File: src/include/scp_pkg.sv
package scp_pkg;
    // Register byte offsets on APB
    localparam logic [11:0] OFF_DIVIDE_CONTROL = 12'h000;
    localparam logic [11:0] OFF_RC_TRIM        = 12'h004;
    localparam logic [11:0] OFF_ASYNC_TIMER    = 12'h008;
    localparam logic [11:0] OFF_STATUS         = 12'h00c;

    // Divide control fields
    localparam int          CHANGE_ENABLE_BIT  = 7;
    localparam int          SELECT_MSB         = 3;
    localparam logic [3:0]  SELECT_MAX_CODE    = 4'h8;
    localparam logic [3:0]  SELECT_RESET_PLAIN = 4'h0;
    localparam logic [3:0]  SELECT_RESET_DIV8  = 4'h3;
    localparam logic [2:0]  CHANGE_WINDOW      = 3'h4;

    // Trim fields
    localparam int          TRIM_RANGE_BIT     = 7;

    // Async timer register field
    localparam int          EXT_INPUT_BIT      = 0;

    // Clock source and start-up time fuse codes
    localparam logic [3:0]  SOURCE_EXTERNAL    = 4'h0;
    localparam logic [1:0]  SUT_RESERVED       = 2'h3;

    // Start-up timing
    localparam int          CLK_HZ             = 50_000_000;
    localparam int          WAKE_CK            = 6;
    localparam int          RESET_CK           = 14;
    localparam int          DELAY_SHORT_US     = 4100;
    localparam int          DELAY_LONG_US      = 65000;
    localparam int          DELAY_SHORT_CYC    = (DELAY_SHORT_US * (CLK_HZ / 1_000_000));
    localparam int          DELAY_LONG_CYC     = (DELAY_LONG_US * (CLK_HZ / 1_000_000));

    typedef struct packed {
        logic [3:0] source_select_fuses;
        logic [1:0] startup_time_fuses;
        logic       clock_output_fuse;
        logic       initial_divide_by_eight_fuse;
    } scp_fuses_t;

    typedef struct packed {
        logic io_domain_clock;
        logic converter_domain_clock;
        logic core_domain_clock;
        logic program_memory_domain_clock;
    } scp_domains_t;
endpackage

File: src/verilog/scp_clock_control.sv
// The APB interface to the registers and the placing of the registers were decided locally.
`timescale 1ns/10ps
module scp_clock_control #(
    parameter logic [7:0] FACTORY_TRIM    = 8'h80,
    parameter int         DELAY_SHORT_CYC = scp_pkg::DELAY_SHORT_CYC,
    parameter int         DELAY_LONG_CYC  = scp_pkg::DELAY_LONG_CYC
) (
    input  wire logic                 clk,
    input  wire logic                 reset,
    input  wire logic                 psel,
    input  wire logic                 penable,
    input  wire logic                 pwrite,
    input  wire logic [11:0]          paddr,
    input  wire logic [31:0]          pwdata,
    output logic      [31:0]          prdata,
    output logic                      pready,
    output logic                      pslverr,
    input  wire scp_pkg::scp_fuses_t  fuses,
    input  wire logic                 main_osc_input_pin,
    input  wire logic                 rc_osc_clock,
    input  wire logic                 wake_request,
    output logic                      source_clock,
    output scp_pkg::scp_domains_t     domains,
    output logic                      clock_output_pin,
    output logic                      clock_output_oe,
    output logic                      startup_done,
    output logic                      timer_osc_enable,
    output logic                      timer_osc_external_select,
    output logic [7:0]                rc_oscillator_trim
);
    initial begin
        if (DELAY_SHORT_CYC < 1 || DELAY_LONG_CYC < DELAY_SHORT_CYC) begin
            $error("Start-up delay counts out of range");
        end
    end

    typedef enum logic [1:0] {
        SCP_ST_RESET_CK = 2'b00,
        SCP_ST_DELAY    = 2'b01,
        SCP_ST_RUN      = 2'b10,
        SCP_ST_WAKE     = 2'b11
    } scp_state_t;

    logic             ext_s1_r;
    logic             ext_s2_r;
    logic             ext_s3_r;
    logic             ext_level_r;
    logic             ext_rise;
    logic             external_sel;
    logic             src_tick;
    logic [7:0]       ripple_r;
    logic [3:0]       select_r;
    logic [3:0]       active_sel_r;
    logic [3:0]       pending_sel_r;
    logic             pending_r;
    logic [1:0]       edge_cnt_r;
    logic             change_en_r;
    logic [2:0]       window_r;
    logic [7:0]       trim_r;
    logic             ext_input_r;
    logic             sys_clk_r;
    logic             div_tick;
    scp_state_t       state_r;
    logic [31:0]      delay_r;
    logic [31:0]      delay_target;
    logic             fuses_taken_r;
    logic             wr_en;
    logic             rd_en;
    logic             addr_ok;
    logic             wr_ctrl;

    // Three-stage synchroniser; only stages two and three are compared
    always_ff @(posedge clk) begin
        ext_s1_r <= main_osc_input_pin;
        ext_s2_r <= ext_s1_r;
        ext_s3_r <= ext_s2_r;
        if (reset) begin
            ext_level_r <= 1'b0;
        end else if (ext_s2_r == ext_s3_r) begin
            ext_level_r <= ext_s3_r;
        end
    end

    assign external_sel = (fuses.source_select_fuses == scp_pkg::SOURCE_EXTERNAL);
    assign ext_rise     = (ext_s2_r == ext_s3_r) && ext_s3_r && !ext_level_r;
    // RC oscillator is modelled as a tick enable on clk
    assign src_tick     = external_sel ? ext_rise : rc_osc_clock;

    // Timer oscillator shares the main pins, so it needs the RC source
    assign timer_osc_enable          = !external_sel;
    assign timer_osc_external_select = ext_input_r && !external_sel;

    // Ripple counter runs on every source tick
    always_ff @(posedge clk) begin
        if (reset) begin
            ripple_r <= 8'h00;
        end else if (src_tick) begin
            ripple_r <= ripple_r + 8'h01;
        end
    end

    // Divided tick: counter bits below the active select are all ones
    always_comb begin
        div_tick = src_tick;
        for (int i = 0; i < 8; i++) begin
            if (i < int'(active_sel_r) && !ripple_r[i]) begin
                div_tick = 1'b0;
            end
        end
    end

    // Output clock toggles on divided ticks; runs during start-up, low only in reset
    always_ff @(posedge clk) begin
        if (reset) begin
            sys_clk_r <= 1'b0;
        end else if (div_tick) begin
            sys_clk_r <= ~sys_clk_r;
        end
    end

    // Switch after two edges at the old rate boundary, keeping pulses whole
    always_ff @(posedge clk) begin
        if (reset) begin
            active_sel_r <= SELECT_RESET_VALUE();
            pending_r    <= 1'b0;
            edge_cnt_r   <= 2'h0;
        end else if (!fuses_taken_r) begin
            // Fuse taken on the first cycle after reset; that one cycle still runs at divide-by-one
            active_sel_r <= fuses.initial_divide_by_eight_fuse ? scp_pkg::SELECT_RESET_DIV8
                                                               : scp_pkg::SELECT_RESET_PLAIN;
        end else if (pending_r) begin
            if (div_tick && sys_clk_r) begin
                if (edge_cnt_r == 2'h1) begin
                    active_sel_r <= select_r;
                    pending_r    <= 1'b0;
                    edge_cnt_r   <= 2'h0;
                end else begin
                    edge_cnt_r <= edge_cnt_r + 2'h1;
                end
            end
        end else if (active_sel_r != select_r) begin
            pending_r  <= 1'b1;
            edge_cnt_r <= 2'h0;
        end
    end

    function automatic logic [3:0] SELECT_RESET_VALUE();
        return scp_pkg::SELECT_RESET_PLAIN;
    endfunction

    always_comb begin
        domains.io_domain_clock             = sys_clk_r;
        domains.converter_domain_clock      = sys_clk_r;
        domains.core_domain_clock           = sys_clk_r;
        domains.program_memory_domain_clock = sys_clk_r;
    end

    always_ff @(posedge clk) begin
        if (reset) begin
            source_clock <= 1'b0;
        end else begin
            source_clock <= ext_level_r;
        end
    end

    // Output buffer stays live through reset; the fuse is a static level
    always_ff @(posedge clk) begin
        // Divided clock goes out even while start-up is pending
        clock_output_pin <= sys_clk_r;
        clock_output_oe  <= fuses.clock_output_fuse;
    end

    // Fuse strap caught on the first clocked cycle after release
    always_ff @(posedge clk) begin
        if (reset) begin
            fuses_taken_r <= 1'b0;
        end else if (!fuses_taken_r) begin
            fuses_taken_r <= 1'b1;
        end
    end

    // Start-up: reset adds 14 CK plus fuse delay, wake adds 6 CK
    always_comb begin
        case (fuses.startup_time_fuses)
            2'h1:    delay_target = 32'(DELAY_SHORT_CYC);
            2'h2:    delay_target = 32'(DELAY_LONG_CYC);
            default: delay_target = 32'h0;
        endcase
    end

    always_ff @(posedge clk) begin
        if (reset) begin
            state_r <= SCP_ST_RESET_CK;
            delay_r <= 32'h0;
        end else begin
            case (state_r)
                SCP_ST_RESET_CK: begin
                    if (src_tick) begin
                        if (delay_r >= 32'(scp_pkg::RESET_CK - 1)) begin
                            state_r <= SCP_ST_DELAY;
                            delay_r <= 32'h0;
                        end else begin
                            delay_r <= delay_r + 32'h1;
                        end
                    end
                end
                SCP_ST_DELAY: begin
                    if (delay_r >= delay_target
                        && fuses.startup_time_fuses != scp_pkg::SUT_RESERVED) begin
                        state_r <= SCP_ST_RUN;
                        delay_r <= 32'h0;
                    end else if (delay_r < delay_target) begin
                        delay_r <= delay_r + 32'h1;
                    end
                end
                SCP_ST_RUN: begin
                    if (wake_request) begin
                        state_r <= SCP_ST_WAKE;
                        delay_r <= 32'h0;
                    end
                end
                SCP_ST_WAKE: begin
                    if (src_tick) begin
                        if (delay_r >= 32'(scp_pkg::WAKE_CK - 1)) begin
                            state_r <= SCP_ST_RUN;
                            delay_r <= 32'h0;
                        end else begin
                            delay_r <= delay_r + 32'h1;
                        end
                    end
                end
                default: begin
                    state_r <= SCP_ST_RESET_CK;
                    delay_r <= 32'h0;
                end
            endcase
        end
    end

    assign startup_done = (state_r == SCP_ST_RUN);

    // APB slave, zero wait states; read data loads in setup so it stands at access
    assign addr_ok = (paddr == scp_pkg::OFF_DIVIDE_CONTROL) || (paddr == scp_pkg::OFF_RC_TRIM)
                   || (paddr == scp_pkg::OFF_ASYNC_TIMER) || (paddr == scp_pkg::OFF_STATUS);
    assign pready  = 1'b1;
    assign pslverr = psel && penable && !addr_ok;
    assign wr_en   = psel && penable && pwrite && addr_ok;
    assign rd_en   = psel && !penable && !pwrite;
    assign wr_ctrl = wr_en && (paddr == scp_pkg::OFF_DIVIDE_CONTROL);

    // Change enable arms only on a write with every other bit of the low byte zero
    always_ff @(posedge clk) begin
        if (reset) begin
            change_en_r <= 1'b0;
            window_r    <= 3'h0;
        end else if (wr_ctrl && change_en_r && !pwdata[scp_pkg::CHANGE_ENABLE_BIT]) begin
            change_en_r <= 1'b0;
            window_r    <= 3'h0;
        end else if (change_en_r) begin
            // Rewrite of the enable does not restart the window
            if (window_r >= scp_pkg::CHANGE_WINDOW - 3'h1) begin
                change_en_r <= 1'b0;
                window_r    <= 3'h0;
            end else begin
                window_r <= window_r + 3'h1;
            end
        end else if (wr_ctrl && pwdata[7:0] == 8'h80) begin
            change_en_r <= 1'b1;
            window_r    <= 3'h0;
        end
    end

    always_ff @(posedge clk) begin
        if (reset) begin
            select_r <= scp_pkg::SELECT_RESET_PLAIN;
        end else if (!fuses_taken_r) begin
            select_r <= fuses.initial_divide_by_eight_fuse ? scp_pkg::SELECT_RESET_DIV8
                                                           : scp_pkg::SELECT_RESET_PLAIN;
        end else if (wr_ctrl && change_en_r && !pwdata[scp_pkg::CHANGE_ENABLE_BIT]) begin
            // Reserved codes keep the previous factor
            if (pwdata[scp_pkg::SELECT_MSB:0] <= scp_pkg::SELECT_MAX_CODE) begin
                select_r <= pwdata[scp_pkg::SELECT_MSB:0];
            end
        end
    end

    always_ff @(posedge clk) begin
        if (reset) begin
            trim_r      <= FACTORY_TRIM;
            ext_input_r <= 1'b0;
        end else if (wr_en && paddr == scp_pkg::OFF_RC_TRIM) begin
            trim_r <= pwdata[7:0];
        end else if (wr_en && paddr == scp_pkg::OFF_ASYNC_TIMER) begin
            ext_input_r <= pwdata[scp_pkg::EXT_INPUT_BIT];
        end
    end

    // Bit 7 range, bits 6..0 fine; passed to the analog oscillator as is
    assign rc_oscillator_trim = trim_r;

    always_ff @(posedge clk) begin
        if (reset) begin
            prdata <= 32'h0;
        end else if (rd_en) begin
            case (paddr)
                scp_pkg::OFF_DIVIDE_CONTROL: prdata <= {24'h0, change_en_r, 3'h0, select_r};
                scp_pkg::OFF_RC_TRIM:        prdata <= {24'h0, trim_r};
                scp_pkg::OFF_ASYNC_TIMER:    prdata <= {31'h0, ext_input_r};
                scp_pkg::OFF_STATUS:         prdata <= {24'h0, active_sel_r, pending_r,
                                                        startup_done, timer_osc_enable,
                                                        external_sel};
                default:                     prdata <= 32'h0;
            endcase
        end
    end
endmodule

File: config.mk
export PLATFORM = sky130hd
export DESIGN_NAME = scp_clock_control
export DESIGN_NICKNAME = d
export VERILOG_FILES = /design/src/include/scp_pkg.sv /design/src/verilog/scp_clock_control.sv
export SDC_FILE = /design/constraint.sdc
export NUM_CORES = 1
export LEC_CHECK = 0
export ABC_CLOCK_PERIOD_IN_PS = 3100
export CAP_MARGIN = 15
export CORE_MARGIN = 2
export CORE_UTILIZATION = 58
export CTS_BUF_LIST = sky130_fd_sc_hd__clkbuf_16
export DETAILED_ROUTE_END_ITERATION = 12
export DONT_BUFFER_PORTS = 1
export GPL_TIMING_DRIVEN = 0
export MAX_ROUTING_LAYER = met4
export PLACE_DENSITY = 0.74
export SLEW_MARGIN = 30
export SYNTH_ARGS = -nofsm -noshare
export SYNTH_HDL_FRONTEND = slang
export SYNTH_SLANG_ARGS = --single-unit
File: constraint.sdc
create_clock -name clk -period 3.1 [get_ports clk]
set_input_delay 0.155 -clock clk [delete_from_list [all_inputs] [get_ports clk]]
set_output_delay 0.155 -clock clk [all_outputs]
set_load 0.005 [all_outputs]
Yosys cells after proc, flatten, opt, wreduce, memory -nomap -nowiden
Cells that the tools add are included.

Bits in registers: 107. Word-level logic and storage cells: 170.

$add $sub $neg: 4. Order comparisons: 14. Equality and inequality tests: 26. Muxes and demuxes: 49. Bitwise gates (word level): 2. Reductions and logical operators: 54.

Operators by type and width (number): $mux 32 (7); $pmux 32 s4 (1); $pmux 22 s2 (1); $add 32x1->32 const B (1); $ge 32x3->1 const B (1); $ge 32x32->1 (1); $ge 32x4->1 const B (1); $lt 32x32->1 (1); $pmux 8 s4 (1); $mux 4 (7); $logic_and 1x1->1 (25); $eq 12x4->1 const B (2); $mux 2 (11); $mux 1 (17); $lt 3x4->1 const A (4); $ne 2x2->1 const B (8); $logic_not 1->1 (14); $eq 12x3->1 const B (1); $logic_not 12->1 (1); $ne 2x1->1 const B (5); $mux 3 (3); $add 8x1->8 const B (1); $eq 8x8->1 const B (1); $lt 1x4->1 const A (2); 21 further kinds (32).

Depth between registers and ports, before layout
Depth in word-level cells: 16. Gate-level depth with buffers: 13. Gate-level depth less buffers: 11.

Least setup slack after synthesis
OpenSTA, ideal clock, no wires.

Path kind: input port to flip-flop. Start point: input port fuses[2] (netlist name). End point: register delay_r[10]. Library setup time: 117 ps. Arrival time: 2707 ps. Data required time: 2983 ps. Setup slack: 277 ps. Stages on the path: 13. Buffers on the path: 2. Cell sequence: inv_1 > ha_1 > inv_1 > ha_1 > nand2_1 > or4_1 > or3_1 > o32ai_1 > or2_2 > buf_2 > nor2_1 > clkbuf_1 > a22o_1.

Cells in the longest elaborated chain, start to end: 6. Elaborated cells between the ends (all ways): 11.

RTL lines: start, declared (line scp_clock_control.sv:18) `input wire scp_pkg::scp_fuses_t fuses,`; $eq 2x2->1 or $eq 2x1->1 (tied branches) (line scp_clock_control.sv:184) `case (fuses.startup_time_fuses)`; $pmux 22 s2 (line scp_clock_control.sv:184); $ge 32x32->1 (line scp_clock_control.sv:208) `if (delay_r >= delay_target`; $logic_and 1x1->1 (line scp_clock_control.sv:209) `&& fuses.startup_time_fuses != scp_pkg::SUT_RESERVED) begin`; $ne 3x3->1 (no source line) or $mux 32 (tied branches); $reduce_and 4->1 (no source line) or $pmux 32 s4 (tied branches); end signal, assigned (line scp_clock_control.sv:203) `delay_r <= delay_r + 32'h1;`; end signal, assigned (line scp_clock_control.sv:213) `delay_r <= delay_r + 32'h1;`; end signal, assigned (line scp_clock_control.sv:228) `delay_r <= delay_r + 32'h1;`; end, declared (line scp_clock_control.sv:64) `logic [31:0] delay_r;`.

Several ways; a longest one is shown, not always the timed one. A chain may end at the register's enable or synchronous reset.

Worst setup path in the final report
Start point: register delay_r[20]. End point: register delay_r[13].

Cells in the longest elaborated chain, start to end: 4. Elaborated cells between the ends (all ways): 13.

RTL lines: $ge 32x3->1, or another cell as far along (line scp_clock_control.sv:224) `if (delay_r >= 32'(scp_pkg::WAKE_CK - 1)) begin`; $mux 32, or another cell as far along (line scp_clock_control.sv:224); $mux 32, or another cell as far along (line scp_clock_control.sv:223) `if (src_tick) begin`; $pmux 32 s4 or $reduce_and 4->1 (tied branches).

Several ways; a longest one is shown, not always the timed one. The select of a mux whose other input is x is not followed.

==> flow_summary.toml <==
[timing]
holdWs_ns = -0.0007276
setup_viol = 0
clock_skew_ns = 0.006960
setup_slack_ns = 0.1403
final.min_clock_period_ns = 2.960
slew_headroom = 0.3207
hold_viol_final = 1
fin_crit_sh = 0.9547
slew_violations = 0
fmax_ghz = 0.3379
grt_setup_unrepaired = "false"
worst_pin_slew_ns = 1.010

[floorplanning]
die_x_um = 93.37
core_um2 = 7727
initial_core_util = 0.5994
die_h_um = 93.37
rows = 32
ios = 112
dieArea_um2 = 8717

[yosys]
synth_edf_count = 0
ys_seq_elements = 83
yosysTopAreaCell = "dfxtp_1"
ys.flop_type = "dfxtp_1"
synth_common_cells = "83 x dfxtp_1, 56 x nor2_1, 39 x nand2_1"
synth_warnings = 0
syn-instance-count = 554
synth.cell_area_um2 = 4632
synth_area_per_cell_um2 = 8.361
synthTopCellsByArea = "dfxtp_1 36%, ha_1 5.9%, mux2i_1 5.8%, buf_4 4.7%, nor2_1 4.5%"
ys_seq_area_frac = 0.3587
synth_top_cell_area_share = 0.3587
synth_most_common_cell = "dfxtp_1"
yosysUniqueCellTypes = 59
ys_async_sr_fraction = 0

[global_routing]
grt_start_max_net_pins = 15
antenna_found_initial = 0
grt_pass1_wl_um = 17820
grt_usage = 0.2641
overflow = 0
grt_pass1_vias = 3838

[detailed_routing]
vias = 4151
drt-total-wl_um = 10970
drc = 0
wl_per_cell_um = 15.56
firstDrtPassIters = 7
drtAntennaViolNets = 0
routed_via_density = 5.888
drt_iter0_markers = 228

[setup_path]
critPathLaunch = "delay_r[20]"
critPathRequiredTime_ns = 3.32
critPathArrivalTime_ns = 3.18
cp_max_fo = 10
path_class = "flip-flop to flip-flop"
worstSetupEndpointType = "flip-flop"
crit_path_start_kind = "flip-flop"
rr_startpoint = "delay_r[20]"

[clock_network]
clkSinkCount = 83
clk_latency_ns = 0.33
clk_pin_slew_ns = 0.06
ctsHtreeMaxLevel = 3
cts_inserted_buffers = 9
cts_tree = "done"
clk_path_buf_depth = 2
cts-root-buf = "clkbuf_16"

[power_and_ir_drop]
p_leak_uw = 0.002154
peakVddDrop_mv = 0.4779
cellPowerDensity_nw_per_um2 = 541.9

[cells_and_area]
final_nets = 681
layout-drive-gt1-share = 0.1161
fin_util = 0.6915
diodes = 0
area_delta_synth_final_pct = 15.37

[outcome]
violations = "negative hold slack"
status = "finished with violations"

[job]
cap_violations = 0

[worst_hold_path]
hold_start = "pwdata[2]"
hp-class = "input port to flip-flop"

[placed_design]
pre_cts_ws_ns = -0.3226
dp_hpwl_um = 7993
gp_congestion = 0.9410
port_buffers = 0
-- power breakdown --
part / total (uW) / internal, uW / leakage, uW / switching [uW]
Combinational: 546 / 213 / 0.00132 / 333
Sequential: 1140 / 1100 / 0.000673 / 40.5
Clock: 1210 / 785 / 0.000166 / 422
-- timing repair --
item                       CTS  global route
setup endpoints to repair   14            29
buffers inserted             2             1
hold endpoints to repair     9             0
hold buffers                 9             0
gates resized for setup      3            10
pin swaps                    1             2
-- final timing paths --
kind                       to  cells past startpoint  slack [ns]
hold / removal    select_r[2]                      2     -0.0007
setup / recovery  delay_r[13]                     10        0.14
hold reg to reg      ext_s2_r                      0        0.33
setup reg to reg  delay_r[13]                     10        0.14
-- stage by stage --
| step | cells | total power (uW) | instance area [um^2] | TNS, ns |
|---|---|---|---|---|
| after floorplan | 577 | 1532 | 4718 | 0 |
| after global placement | 679 | 1635 | 4846 | -3.359 |
| after detailed placement | 679 | 1650 | 4846 | -5.159 |
| after CTS | 705 | 2880 | 5298 | 0 |
| after global routing | 705 | 3030 | 5344 | 0 |
| final | 705 | 2896 | 5344 | 0 |
-- logic make-up (layout without fill, tap and decap cells) --
kind of cell	Yosys count	count (layout)	share of synthesized area
flip-flops	83	83	0.3587
adder cells (fa/ha/maj)	22	22	0.05943
other	2	25	0.001621
AND/OR/NAND/NOR	226	226	0.2553
multiplexers	29	29	0.06564
XOR/XNOR	13	13	0.02458
AO/OA/AOI/OAI	105	105	0.1502
buffers and inverters	74	100	0.08455
-- final cells by class --
| cell class | instances | area [um^2] |
|---|---|---|
| inverter | 20 | 75.07 |
| multi-input combinational | 420 | 2714 |
| tap | 102 | 127.6 |
| clock buffer | 9 | 225.2 |
| clock inverter | 6 | 112.6 |
| fill | 649 | 2384 |
| buffer | 53 | 315.3 |
| sequential | 83 | 1662 |
| timing repair buffer | 12 | 112.6 |
-- per-layer routing --
| metal | track usage | wire [um] | up-vias |
|---|---|---|---|
| li1 | - | - | 2030 |
| met1 | 0.3389 | 4910 | 1950 |
| met2 | 0.4137 | 5091 | 150 |
| met3 | 0.07172 | 765 | 21 |
| met4 | 0.07108 | 200 | 0 |
| met5 | - | 0 | - |
-- registers in the layout (all words and copies together), names as in the netlist, 2 cells and up --
| signal | count |
|---|---|
| prdata | 8 |
| ripple_r | 8 |
| state_r | 2 |
| active_sel_r | 4 |
| select_r | 4 |
| rc_oscillator_trim | 8 |
| window_r | 3 |
| edge_cnt_r | 2 |
| delay_r | 32 |
-- worst max-delay path, cell delays in order, from the launching register on --
cell	delay [ns]
dfxtp_1	0.38
ha_1	0.30
nand2_1	0.07
or4_1	0.58
or3_1	0.37
o32ai_4	0.19
or2_2	0.17
buf_2	0.22
nor2_2	0.10
clkbuf_2	0.22
a22o_1	0.24
-- cells in the final DEF, fill, tap and decap left out, drive strengths merged, types with 3 or more instances in the layout --
cell	n
nor3	18
a21o	4
buf	38
and3	7
dlygate4sd3	9
a211oi	6
a211o	5
a22o	14
bufinv	3
nand2	39
and2	11
ha	22
mux2i	27
nor2b	12
dfxtp	83
a21oi	28
nand3	29
xor2	4
nor4	14
clkbuf	27
nor2	56
nor3b	4
nand2b	3
conb	25
or3	5
nand4	11
xnor2	9
o21ai	30
or4	5
inv	21
No activity file was read; power rests on OpenSTA's default activity.
